### src/hdl/hfl_pkg.sv
// Shared constants and carriers for the HDLC FIFO level and test status registers
package hfl_pkg;
  localparam int          NUM_CH          = 2;
  localparam logic [7:0]  PAGE_HDLC0      = 8'h0B;
  localparam logic [7:0]  PAGE_HDLC1      = 8'h0C;
  localparam logic [4:0]  ADDR_TEST_STAT  = 5'h1C;
  localparam logic [4:0]  ADDR_LEVEL_SEL  = 5'h1D;
  localparam logic [4:0]  ADDR_IRQ_THR    = 5'h1E;
  localparam int          RX_CLK_BIT      = 3;
  localparam int          TX_CLK_BIT      = 2;
  localparam int          CRC_OK_BIT      = 1;
  localparam int          ADDR_OK_BIT     = 0;
  localparam int          RX_SEL_LSB      = 4;
  localparam int          TX_SEL_LSB      = 0;
  localparam logic [7:0]  SEL_WRITE_MASK  = 8'h77;
  localparam logic [7:0]  LEVEL_SEL_RESET = 8'h00;
  localparam logic [7:0]  IRQ_THR_RESET   = 8'h00;
  localparam logic [7:0]  RX_IRQ_BASE     = 8'h40;
  localparam logic [7:0]  UNMAPPED_DATA   = 8'h00;

  typedef struct packed {
    logic       rx_enable;
    logic       tx_enable;
    logic       rx_bit_clk;
    logic       tx_bit_clk;
    logic       crc_match;
    logic       addr_match;
    logic [7:0] rx_fifo_count;
    logic [7:0] tx_fifo_count;
  } hfl_ch_in_s;

  typedef struct packed {
    logic rx_full_status;
    logic tx_full_status;
    logic rx_fifo_full_flag;
    logic tx_fifo_low_flag;
  } hfl_ch_out_s;

  // Code k selects 16*(k+1) bytes
  function automatic logic [7:0] hfl_full_level(input logic [2:0] code);
    logic [3:0] steps;
    steps = {1'b0, code} + 4'h1;
    return {steps, 4'h0};
  endfunction : hfl_full_level

  // Code k selects 64+8*k bytes
  function automatic logic [7:0] hfl_rx_irq_level(input logic [2:0] code);
    return RX_IRQ_BASE + {2'b00, code, 3'b000};
  endfunction : hfl_rx_irq_level

  // Code k selects 8*(k+1) bytes
  function automatic logic [7:0] hfl_tx_irq_level(input logic [2:0] code);
    logic [3:0] steps;
    steps = {1'b0, code} + 4'h1;
    return {1'b0, steps, 3'b000};
  endfunction : hfl_tx_irq_level
endpackage : hfl_pkg

### src/hdl/hfl_hdlc_status_regs.sv
// HDLC test status, FIFO level select and FIFO threshold registers for two controllers
`timescale 1ns/10ps
`default_nettype none
module hfl_hdlc_status_regs (
  input  wire logic                        CORE_CLK_I,
  input  wire logic                        RST_N_I,
  input  wire logic [7:0]                  CPU_PAGE_I,
  input  wire logic [4:0]                  CPU_ADDR_I,
  input  wire logic                        CPU_WR_I,
  input  wire logic                        CPU_RD_I,
  input  wire logic [7:0]                  CPU_WDATA_I,
  output var  logic [7:0]                  CPU_RDATA_O,
  input  wire hfl_pkg::hfl_ch_in_s  [1:0]  CH_IN_I,
  output var  hfl_pkg::hfl_ch_out_s [1:0]  CH_OUT_O
);
  import hfl_pkg::*;

  typedef struct packed {
    logic [7:0] test_status;
    logic [7:0] level_sel;
    logic [7:0] irq_thr;
    hfl_ch_out_s flags;
  } hfl_ch_state_s;

  typedef struct packed {
    hfl_ch_state_s [NUM_CH-1:0] ch;
    logic [7:0]                 rdata;
  } hfl_state_s;

  hfl_state_s st;
  hfl_state_s next_st;
  logic [NUM_CH-1:0] page_hit;

  assign page_hit[0] = (CPU_PAGE_I == PAGE_HDLC0);
  assign page_hit[1] = (CPU_PAGE_I == PAGE_HDLC1);

  always_comb begin
    logic [7:0] rx_lvl;
    logic [7:0] tx_lvl;
    logic [7:0] rx_thr;
    logic [7:0] tx_thr;
    logic [7:0] rd_mux;
    rx_lvl  = 8'h00;
    tx_lvl  = 8'h00;
    rx_thr  = 8'h00;
    tx_thr  = 8'h00;
    rd_mux  = UNMAPPED_DATA;
    next_st = st;
    for (int i = 0; i < NUM_CH; i++) begin
      // Sampled every cycle so software sees the live engine view
      next_st.ch[i].test_status = 8'h00;
      next_st.ch[i].test_status[RX_CLK_BIT]  = CH_IN_I[i].rx_enable & CH_IN_I[i].rx_bit_clk;
      next_st.ch[i].test_status[TX_CLK_BIT]  = CH_IN_I[i].tx_enable & CH_IN_I[i].tx_bit_clk;
      next_st.ch[i].test_status[CRC_OK_BIT]  = CH_IN_I[i].crc_match;
      next_st.ch[i].test_status[ADDR_OK_BIT] = CH_IN_I[i].addr_match;
      if (CPU_WR_I && page_hit[i]) begin
        if (CPU_ADDR_I == ADDR_LEVEL_SEL) begin
          next_st.ch[i].level_sel = CPU_WDATA_I & SEL_WRITE_MASK;
        end
        if (CPU_ADDR_I == ADDR_IRQ_THR) begin
          next_st.ch[i].irq_thr = CPU_WDATA_I & SEL_WRITE_MASK;
        end
      end
      rx_lvl = hfl_full_level(st.ch[i].level_sel[RX_SEL_LSB +: 3]);
      tx_lvl = hfl_full_level(st.ch[i].level_sel[TX_SEL_LSB +: 3]);
      rx_thr = hfl_rx_irq_level(st.ch[i].irq_thr[RX_SEL_LSB +: 3]);
      tx_thr = hfl_tx_irq_level(st.ch[i].irq_thr[TX_SEL_LSB +: 3]);
      next_st.ch[i].flags.rx_full_status    = CH_IN_I[i].rx_fifo_count >= rx_lvl;
      next_st.ch[i].flags.tx_full_status    = CH_IN_I[i].tx_fifo_count >= tx_lvl;
      next_st.ch[i].flags.rx_fifo_full_flag = CH_IN_I[i].rx_fifo_count >= rx_thr;
      next_st.ch[i].flags.tx_fifo_low_flag  = CH_IN_I[i].tx_fifo_count <= tx_thr;
      if (page_hit[i]) begin
        case (CPU_ADDR_I)
          ADDR_TEST_STAT: rd_mux = st.ch[i].test_status;
          ADDR_LEVEL_SEL: rd_mux = st.ch[i].level_sel;
          ADDR_IRQ_THR:   rd_mux = st.ch[i].irq_thr;
          default:        rd_mux = UNMAPPED_DATA;
        endcase
      end
    end
    // Read data held between strobes so a slow processor sees a stable byte
    if (CPU_RD_I) begin
      next_st.rdata = rd_mux;
    end
  end

  always_ff @(posedge CORE_CLK_I) begin
    if (!RST_N_I) begin
      for (int i = 0; i < NUM_CH; i++) begin
        st.ch[i].test_status <= 8'h00;
        st.ch[i].level_sel   <= LEVEL_SEL_RESET;
        st.ch[i].irq_thr     <= IRQ_THR_RESET;
        st.ch[i].flags       <= '0;
      end
      st.rdata <= 8'h00;
    end else begin
      st <= next_st;
    end
  end

  assign CPU_RDATA_O = st.rdata;
  always_comb begin
    for (int i = 0; i < NUM_CH; i++) begin
      CH_OUT_O[i] = st.ch[i].flags;
    end
  end
endmodule : hfl_hdlc_status_regs
`default_nettype wire

### config.mk
export PLATFORM = sky130hd
export DESIGN_NAME = hfl_hdlc_status_regs
export DESIGN_NICKNAME = d
export VERILOG_FILES = /design/src/hdl/hfl_pkg.sv /design/src/hdl/hfl_hdlc_status_regs.sv
export SDC_FILE = /design/constraint.sdc
export NUM_CORES = 1
export LEC_CHECK = 0
export ABC_AREA = 0
export BUFFER_PORTS_ARGS = -buffer_cell sky130_fd_sc_hd__buf_2
export CAP_MARGIN = 20
export CORE_MARGIN = 5
export CORE_UTILIZATION = 50
export DETAILED_ROUTE_END_ITERATION = 10
export PLACE_DENSITY = 0.81
export RECOVER_POWER = 100
export SKIP_CTS_REPAIR_TIMING = 1
export SLEW_MARGIN = 20
export SYNTH_ARGS = -nofsm -noshare
export SYNTH_HDL_FRONTEND = slang
export SYNTH_SLANG_ARGS = --single-unit
### constraint.sdc
create_clock -name CORE_CLK_I -period 3.8 [get_ports CORE_CLK_I]
set_input_delay 0 -clock CORE_CLK_I [delete_from_list [all_inputs] [get_ports CORE_CLK_I]]
set_output_delay 0 -clock CORE_CLK_I [all_outputs]
set_load 0.02 [all_outputs]
[Word-level counts from Yosys, hierarchy flattened]
Cells that the tools add are included.
Widths: inputs -> output; s select.
Cells by class
  add/sub/neg operators: 8
  multiply operators: 0
  divide/modulo/power cells: 0
  order comparisons: 8
  equality and inequality tests: 5
  shift operators: 0
  mux-type cells: 4
  bitwise gates (word level): 4
  reductions and logical operators: 6
Operator list (number)
  $ge 8x8->1: 6
  $pmux 8 s3: 2
  $add 3x1->4 const B: 6
  $add 7x6->8 const A: 2
  $eq 8x4->1 const B: 2
  $le 8x7->1: 2
  $mux 8: 2
  $eq 5x5->1 const B: 3
  $reduce_and 2->1: 4
  $and 1x1->1: 4
  $logic_and 1x1->1: 2
Word-level totals
  bits in registers: 56
  latch bits: 0
  bits in writable memories: 0
  bits in read-only memories: 0
  bits of input ports: 69
  output and inout bits: 16
  memories: 0

[Depth between registers and ports, before layout]
Gate-level depths: netlist of run 1.
  word-level depth: 4
  gate-level depth with buffers: 8
  gate-level depth less buffers: 8

[Worst setup path after synthesis of run 1]
No wires, ideal clock.
  path type: reg2reg
  start point: reg st[12] (netlist name)
  end point: reg st, in the netlist CH_OUT_O[0]
  arrival time: 1.569 ns
  setup slack: 2.171 ns
  stages on the path, launching flop included: 9
  clock period less this slack: 1.629 ns
  path through: dfxtp_1 -> ha_1 -> inv_1 -> ha_1 -> nor2b_1 -> o21a_1 -> o21a_1 -> o22ai_1 -> and3b_1
On the way
  word-level cells in the longest chain between the ends: 2
RTL lines
  from (decl): line hfl_hdlc_status_regs.sv:30  | hfl_state_s st;
  from (signal assigned): line hfl_hdlc_status_regs.sv:97  | st <= next_st;
  $add 3x1->4: line hfl_pkg.sv:54  | steps = {1'b0, code} + 4'h1;
  $le 8x7->1: line hfl_hdlc_status_regs.sv:71  | next_st.ch[i].flags.tx_fifo_low_flag = CH_IN_I[i].tx_fifo_count <= tx_thr;
Every way passes these cells.
A chain may end at the register's enable or synchronous reset.

[Worst setup path after layout of run 1]
  start point: in CPU_ADDR_I[0]
  end point: reg st[54] (netlist name)
On the way
  word-level cells in the longest chain between the ends: 2
RTL lines
  from (decl): line hfl_hdlc_status_regs.sv:8  | input wire logic [4:0] CPU_ADDR_I,
  $eq 5x5->1: line hfl_hdlc_status_regs.sv:57  | if (CPU_ADDR_I == ADDR_LEVEL_SEL) begin
  $reduce_and 2->1 (no source line)
Every way passes these cells.

==> run summary, run 1 <==
simple-gate share of the synthesized area = 0.233
post-synthesis adder-cell area fraction = 0.149
Post-synth EDFFs = 0
slowest stage delay, CP = 0.89 ns
final period demand of the worst path = 2.07 ns
Post-DP HPWL = 5.21 mm
pin count of the biggest net entering global routing = 48
Diodes inserted = 0
CP Class = in -> reg
Initial Util = 0.514
max cap viols = 1
WP data required = 3.99 ns
initial antenna violation count = 0
GRT Residual Overflow = 0
endpoints failing setup = 0
Port Buffers = 81
slew at the pin closest to its max-slew limit = 1.58 ns
CP delay by family, top = simple AND/OR/NAND/NOR gates
number of global-route vias before repair = 2491
Compound-Gate Fraction of Synth Area = 0.102
area of the die = 7700 um^2
Layout area overhead = 16.9%
post-detailed-routing wire length = 6.70 mm
Lkg Pwr = 1.55 nW
Hold WS = -0.0226 ns
pre-CTS WS = 2.02 ns
max frequency = 482 MHz
area post-placement = 3350 um^2
Tcrit/Tclk final = 0.546
CTS Buf Count = 5
worst path cell trace = clkbuf_1 > nor2b_1 > nand3_2 > nor2_1 > mux2i_1 > nor2b_1
largest family of logic cells by synthesized area = simple AND/OR/NAND/NOR gates
wire length per cell = 13.8 um
worst-skew pair later-pin latency = 0.30 ns
Vias/cell = 5.24
Data arrival, critical path = 2.26 ns
Chip Height = 87.8 um
syn_area_per_cell = 9.13 um^2
Post-DRT Antenna Nets = 0
nets@finish = 514
worst-path fanout max = 14
PwrDens = 276 nW/um^2
Clock Skew = 0.00447 ns
syn nets = 436
worst setup slack after layout = 1.73 ns
global-route wire length before repair = 10.8 mm
post-route setup TNS = 0 ns
cell count after synthesis = 331
Buf/Inv on CP = 1
Crit. End Element = flop
sequential fraction of the synthesis area = 0.311
layout cells sized above 1 = 0.190
H-Tree Depth = 2
# DRC = 0
library cells used by synthesis = 50
synthesized area = 3020 um^2
Synth Area in XOR/XNOR = 0.0174
clock sinks = 47
unrepaired setup endpoints after global routing = false
num rows = 28
CTS tree = built
synthesized flop and latch total = 47
DIE WIDTH = 87.8 um
# fillers = 548
slowest CP cell = nor2b_1
Slew Limit Fails = 48
failing checks = negative hold slack, max-capacitance violations, max-slew violations
Finished Cell Area = 3530 um^2
most frequent CP cell = nor2b_1
clk buf depth = 2
startpoint types = input pin
vias = 2541
VDD IR-drop max = 147 uV
Pre-antenna DRT Iters = 7
Placer Congestion = 0.784
FFs w/ async S/R, synth = 0
Top Ports = 85
proportion of synthesized area in mux cells = 0.0993
Starting DRT DRC Count = 100
Core Region = 5890 um^2
root buffer cell = clkbuf_8
Yosys warning count = 0
Fin. Hold Viols = 3
Worst-path clk slew = 0.08 ns
HP Class = in -> reg
Max-slew headroom = -0.0521
GRT Resource Usage Total = 0.176
top_reg_cell synth = dfxtp_1
status = complete, but fails checks
[worst min-delay path, delay by kind of cell]
family,cells,cell delay [ns]
AND/OR/NAND/NOR,1,0.07
buffers and inverters,1,0.09
AO/OA/AOI/OAI,1,0.08
[cell usage after synthesis, types with 2 or more instances]
library cell  instances  area (um^2)
nor3_1                4         20.0
a2111oi_0             2         17.5
mux2i_1              30          300
a22oi_1               4         30.0
nand2_1              25         93.8
nor2_1                5         18.8
o211ai_1              3         22.5
o21ai_0              10         50.1
buf_2                 2         10.0
and2_1                8         50.1
o21ai_1              11         55.1
and3_1                6         37.5
a21oi_1               6         30.0
clkbuf_1              5         18.8
nor4_1                2         12.5
nand3_1              14         70.1
nand4_2               2         25.0
buf_4                17          128
ha_1                 36          450
nor2b_1              28          175
a22o_1                6         52.6
xnor2_1               6         52.6
dfxtp_1              47          941
inv_1                24         90.1
o21a_1                3         22.5
[path summary, 6_finish.rpt]
check,from,to,slack [ns],depth (start not counted)
min reg2reg,CPU_RDATA_O[6],CPU_RDATA_O[6],0.45,2
max reg2reg,st[40],CH_OUT_O[4],1.99,7
max,CPU_ADDR_I[0],st[54],1.73,6
min,CH_IN_I[14],CH_OUT_O[1],-0.02,3
[state kept, by name, summed over array words and instances, names as in the netlist]
register,flops
CPU_RDATA_O,7
st,32
CH_OUT_O,8
[report_power, final]
part / switching, mW / leakage, nW / internal (mW)
registers: 0.00257 / 0.382 / 0.502
clock network: 0.163 / 0.0505 / 0.165
logic: 0.0727 / 1.11 / 0.0676
[layout make-up]
cell class	count	area (um^2)	area share
clock buffer	7	96.3	0.0273
tap	75	93.8	0.0266
multi-input combinational	234	1770	0.500
timing repair buffer	96	533	0.151
clock inverter	1	7.51	0.00212
sequential	47	941	0.266
inverter	25	93.8	0.0266
[cell families (layout without fill, tap and decap cells)]
family | after synthesis | after routing
AOI/OAI and AO/OA | 49 | 49
xor gates and xnor gates | 6 | 6
adders and majority gates | 36 | 36
buffers and inverters | 50 | 129
DFF | 47 | 47
muxes | 30 | 30
other | 1 | 1
and+or+nand+nor | 112 | 112
[metrics by stage]
step            util  cells  power [mW]
2_1_floorplan      -    331       0.597
3_3_place_gp   0.570    462       0.644
3_5_place_dp   0.570    462       0.649
4_1_cts        0.588    470       0.974
5_1_grt        0.600    485        1.02
6_report       0.600    485       0.974
[cell usage in the layout (no fill, tap or decap), drive strengths merged, types with 6 or more instances in the layout]
master / count
a21oi: 6
buf: 63
dlygate4sd3: 15
dfxtp: 47
nand3: 16
nor2b: 29
inv: 25
and2: 8
a22o: 6
ha: 36
clkbuf: 25
nor2: 8
o21ai: 21
and3: 6
mux2i: 30
nand2: 25
xnor2: 6
[layer usage]
| layer | global-route usage | routed length [um] |
|---|---|---|
| met1 | 0.215 | 2920 |
| met4 | 0.0697 | 116 |
| met5 | 0 | 0 |
| met3 | 0.0348 | 434 |
| met2 | 0.302 | 3220 |
(Power assumes the default switching activity.)
==> run 2, diff against run 1 <==
Settings changed: CORE_UTILIZATION 50 to 48.
Clock period 3.8 ns to 1.7 ns, I/O delays scaled along.
==> run summary, run 2 (synthesized netlist as in run 1, its figures left out) <==
Diodes inserted = 0
sw frac = 0.245
Core Region = 6240 um^2
post-detailed-routing wire length = 7.33 mm
Worst-path clk slew = 0.10 ns
clock sinks = 47
Slew Limit Fails = 0
Port Buffers = 81
wire length per cell = 14.7 um
# fillers = 555
unrepaired setup endpoints after global routing = true
worst path cell trace = ha_4 > xnor2_2 > ha_1 > a21o_1 > a221oi_2 > a31oi_1 > nor3b_1
GRT Resource Usage Total = 0.179
vias = 2585
number of global-route vias before repair = 2540
Initial Util = 0.484
Post-DRT Antenna Nets = 0
Layout area overhead = 21.9%
most frequent cells in the layout = buf_2 (64), dfxtp_1 (43), ha_1 (33), mux2i_1 (30), nor2b_1 (29)
sequential share of power = 0.481
Vias/cell = 5.19
Pre-antenna DRT Iters = 4
slew at the pin closest to its max-slew limit = 0.813 ns
Placer Congestion = 0.801
Pint = 1.77 mW
CTS Buf Count = 5
Placed Cells = 472
initial antenna violation count = 0
WP data required = 1.94 ns
slowest stage delay, CP = 0.35 ns
layout cells sized above 1 = 0.230
Largest register FFs = 32
H-Tree Depth = 2
Biggest register = st
failing checks = negative hold slack, negative setup slack
Finished Cell Area = 3690 um^2
max cap viols = 0
status = complete, but fails checks
Max-slew headroom = 0.458
Overall Power = 2.34 mW
VDD IR-drop max = 358 uV
Lkg Pwr = 1.60 nW
Finished Layout Cells = 498
worst-path fanout max = 2
nets@finish = 525
Chip Height = 89.4 um
post-route setup TNS = -0.0265 ns
area post-placement = 3420 um^2
Reg area = 946 um^2
CTS tree = built
Fin. Hold Viols = 1
Clock Skew = 0.00593 ns
area of the die = 7990 um^2
global-route wire length before repair = 11.1 mm
worst setup slack after layout = -0.0265 ns
Tcrit/Tclk final = 1.02
max frequency = 579 MHz
Crit. End Element = flop
CP Class = reg -> reg
clock network fraction of total power = 0.377
commonest non-fill, non-tap cell in the layout = buf_2
PwrDens = 636 nW/um^2
Post-DP HPWL = 5.59 mm
DIE WIDTH = 89.4 um
power share of the combinational group = 0.142
slowest CP cell = dfxtp_2
Top Ports = 85
worst-skew pair later-pin latency = 0.31 ns
num rows = 29
# DRC = 0
area of the multi-input gates = 1810 um^2
GRT Residual Overflow = 0
root buffer cell = clkbuf_8
pin count of the biggest net entering global routing = 27
Data arrival, critical path = 1.97 ns
startpoint types = flop
HP Class = in -> reg
Hold WS = -0.0207 ns
Starting DRT DRC Count = 91
clk buf depth = 2
final period demand of the worst path = 1.73 ns
P_sw = 0.575 mW
endpoints failing setup = 1
## run 2: cell count changes in the layout (fill, tap and decap cells not counted), moves of 2 or more
cell / previous run / this run
o21ai_0: 17 / 15
dfxtp_2: 0 / 4
ha_4: 0 / 3
dfxtp_1: 47 / 43
buf_4: 0 / 6
ha_1: 36 / 33
clkbuf_2: 0 / 2
dlygate4sd3_1: 15 / 18
o21ai_1: 4 / 6
## run 2: final cells by class
type	instances	share of cell area
clock inverter	2	0.0105
inverter	25	0.0255
sequential	47	0.257
timing repair buffer	107	0.168
tap	77	0.0261
multi-input combinational	234	0.491
clock buffer	6	0.0224
## run 2: metrics by stage
step,setup slack (ns),util
3_3_place_gp,0.0673,0.548
6_report,-0.0265,0.591
4_1_cts,-0.0440,0.567
5_1_grt,-0.0954,0.591
3_5_place_dp,-0.0225,0.548
2_1_floorplan,0.0713,-
## run 2: metal layers
| layer | global-route usage | wire length [um] | share of wire |
|---|---|---|---|
| met5 | 0 | 0 | 0 |
| met2 | 0.315 | 3690 | 0.50 |
| met3 | 0.0378 | 464 | 0.063 |
| met1 | 0.209 | 3080 | 0.42 |
| met4 | 0.0717 | 87 | 0.012 |
## run 2: power by group through the flow
stage / logic, mW / clock network, mW / registers [mW]
finish: 0.332 / 0.883 / 1.13
global route: 0.370 / 0.944 / 1.13
CTS: 0.312 / 0.889 / 1.13
detailed placement: 0.310 / 0 / 1.15
global placement: 0.294 / 0 / 1.15
floorplan: 0.183 / 0 / 1.15
## run 2: critical path: cells and delay by family (launching register included)
family	cells	cell delay (ns)
fa+ha+maj	2	0.48
xor+xnor	1	0.13
simple gates	1	0.18
flops	1	0.35
compound gates	3	0.51
## run 2: final timing paths
kind	start	to	slack, ns	cells after the start
setup / recovery	st[41]	CH_OUT_O[4]	-0.03	7
hold / removal	CH_IN_I[14]	CH_OUT_O[1]	-0.02	3
setup reg to reg	st[41]	CH_OUT_O[4]	-0.03	7
hold reg to reg	CPU_RDATA_O[6]	CPU_RDATA_O[6]	0.44	2
==> run 3, diff against run 2 <==
Settings changed: REMOVE_ABC_BUFFERS set to 1.
==> run summary, run 3 (synthesized netlist as in run 1, its figures left out) <==
status = complete, but fails checks
failing checks = negative hold slack
max cap viols = 0
wire length per cell = 13.7 um
Core Region = 6240 um^2
Buf/Inv on CP = 0
root buffer cell = clkbuf_8
H-Tree Depth = 2
Top Ports = 85
pre-CTS WS = 0.0128 ns
area of the die = 7990 um^2
Chip Height = 89.4 um
VDD IR-drop max = 310 uV
Cells on Worst Hold Path = 3
reg2reg setup slack = 0.02 ns
HP Class = in -> reg
Max-slew headroom = 0.436
Initial Util = 0.484
# DRC = 0
Post-DP HPWL = 5.34 mm
Layout area overhead = 21.7%
layout cells sized above 1 = 0.229
number of global-route vias before repair = 2474
Pre-antenna DRT Iters = 4
WP data required = 1.93 ns
Post-DRT Antenna Nets = 0
worst setup slack after layout = 0.0217 ns
Lkg Pwr = 1.60 nW
Vias/cell = 5.14
Crit. End Element = flop
CP delay by family, top = compound AO/OA/AOI/OAI gates
Largest register FFs = 32
PwrDens = 617 nW/um^2
commonest non-fill, non-tap cell in the layout = buf_2
worst r2r src = st[40]
worst path cell trace = ha_4 > xnor2_2 > ha_1 > a21o_1 > a221oi_2 > a31oi_1 > nor3b_1
initial antenna violation count = 0
Port Buffers = 81
Worst-path clk slew = 0.08 ns
post-detailed-routing wire length = 6.80 mm
Overall Power = 2.27 mW
Clock Skew = 0.0120 ns
CTS Buf Count = 5
Starting DRT DRC Count = 86
slowest CP cell = dfxtp_2
global-route wire length before repair = 10.9 mm
Finished Cell Area = 3680 um^2
max frequency = 596 MHz
Tcrit/Tclk final = 0.987
Data arrival, critical path = 1.91 ns
Biggest register = st
most frequent cells in the layout = buf_2 (65), dfxtp_1 (44), ha_1 (33), mux2i_1 (30), nor2b_1 (28)
final period demand of the worst path = 1.68 ns
Diodes inserted = 0
CTS tree = built
pin count of the biggest net entering global routing = 37
startpoint types = flop
Fin. Hold Viols = 2
clock sinks = 47
GRT Residual Overflow = 0
Hold WS = -0.0168 ns
Register-to-Register Path Depth = 7
CP Class = reg -> reg
hold worst-path end = CH_OUT_O[1]
Placer Congestion = 0.780
reg2reg end = CH_OUT_O[4]
area post-placement = 3420 um^2
worst-skew pair later-pin latency = 0.31 ns
clk buf depth = 2
Slew Limit Fails = 0
DIE WIDTH = 89.4 um
Hold Crit Start = CH_IN_I[15]
nets@finish = 525
slowest stage delay, CP = 0.34 ns
endpoints failing setup = 0
GRT Resource Usage Total = 0.173
unrepaired setup endpoints after global routing = true
slew at the pin closest to its max-slew limit = 0.844 ns
vias = 2555
num rows = 29
worst-path fanout max = 2
==> run 3: changes by cell type in the layout (fill, tap and decap cells not counted), sizes merged <==
| cell | previous run | this run |
|---|---|---|
| buf | 70 | 73 |
| clkbuf | 25 | 21 |
| clkinvlp | 0 | 1 |
| inv | 26 | 25 |
==> run 3: metal layers <==
| metal | GRT usage | wire length, um |
|---|---|---|
| met5 | 0 | 0 |
| met3 | 0.0359 | 337 |
| met2 | 0.287 | 3200 |
| met4 | 0.0595 | 98 |
| met1 | 0.221 | 3170 |
==> run 3: tightest hold or removal path, cell delays in order <==
cell	delay, ns
buf_2	0.10
o21ai_0	0.07
nor2_1	0.08
==> run 3: cell type report <==
type                            count  area (um^2)
Clock buffer                        5         68.8
Sequential cell                    47          945
Multi-Input combinational cell    234         1810
Clock inverter                      2         37.5
Tap cell                           77         96.3
Inverter                           25         93.8
Timing Repair Buffer              107          626
Fill cell                         563         2560
==> run 3: stage by stage <==
stage,std cells,utilization,setup TNS (ns)
global placement,472,0.548,0
global route,497,0.589,-0.750
finish,497,0.589,0
detailed placement,472,0.548,0
CTS,479,0.565,-0.0203
floorplan,306,-,0
==> run 3: how the worst max path moves through the flow <==
stage	startpoint	to	depth (start not counted)
after CTS	st[40]	CH_OUT_O[4]	7
after floorplan	st[12]	CH_OUT_O[0]	8
final	st[40]	CH_OUT_O[4]	7
after global placement	st[12]	CH_OUT_O[0]	8
after detailed placement	st[40]	CH_OUT_O[4]	7
after global routing	CPU_PAGE_I[2]	st[40]	6
==> run 3: power breakdown <==
group          total [mW]  switching, mW  internal [mW]
clock network       0.816          0.386          0.430
registers            1.13        0.00574           1.12
logic               0.327          0.163          0.164
total                2.27          0.555           1.72
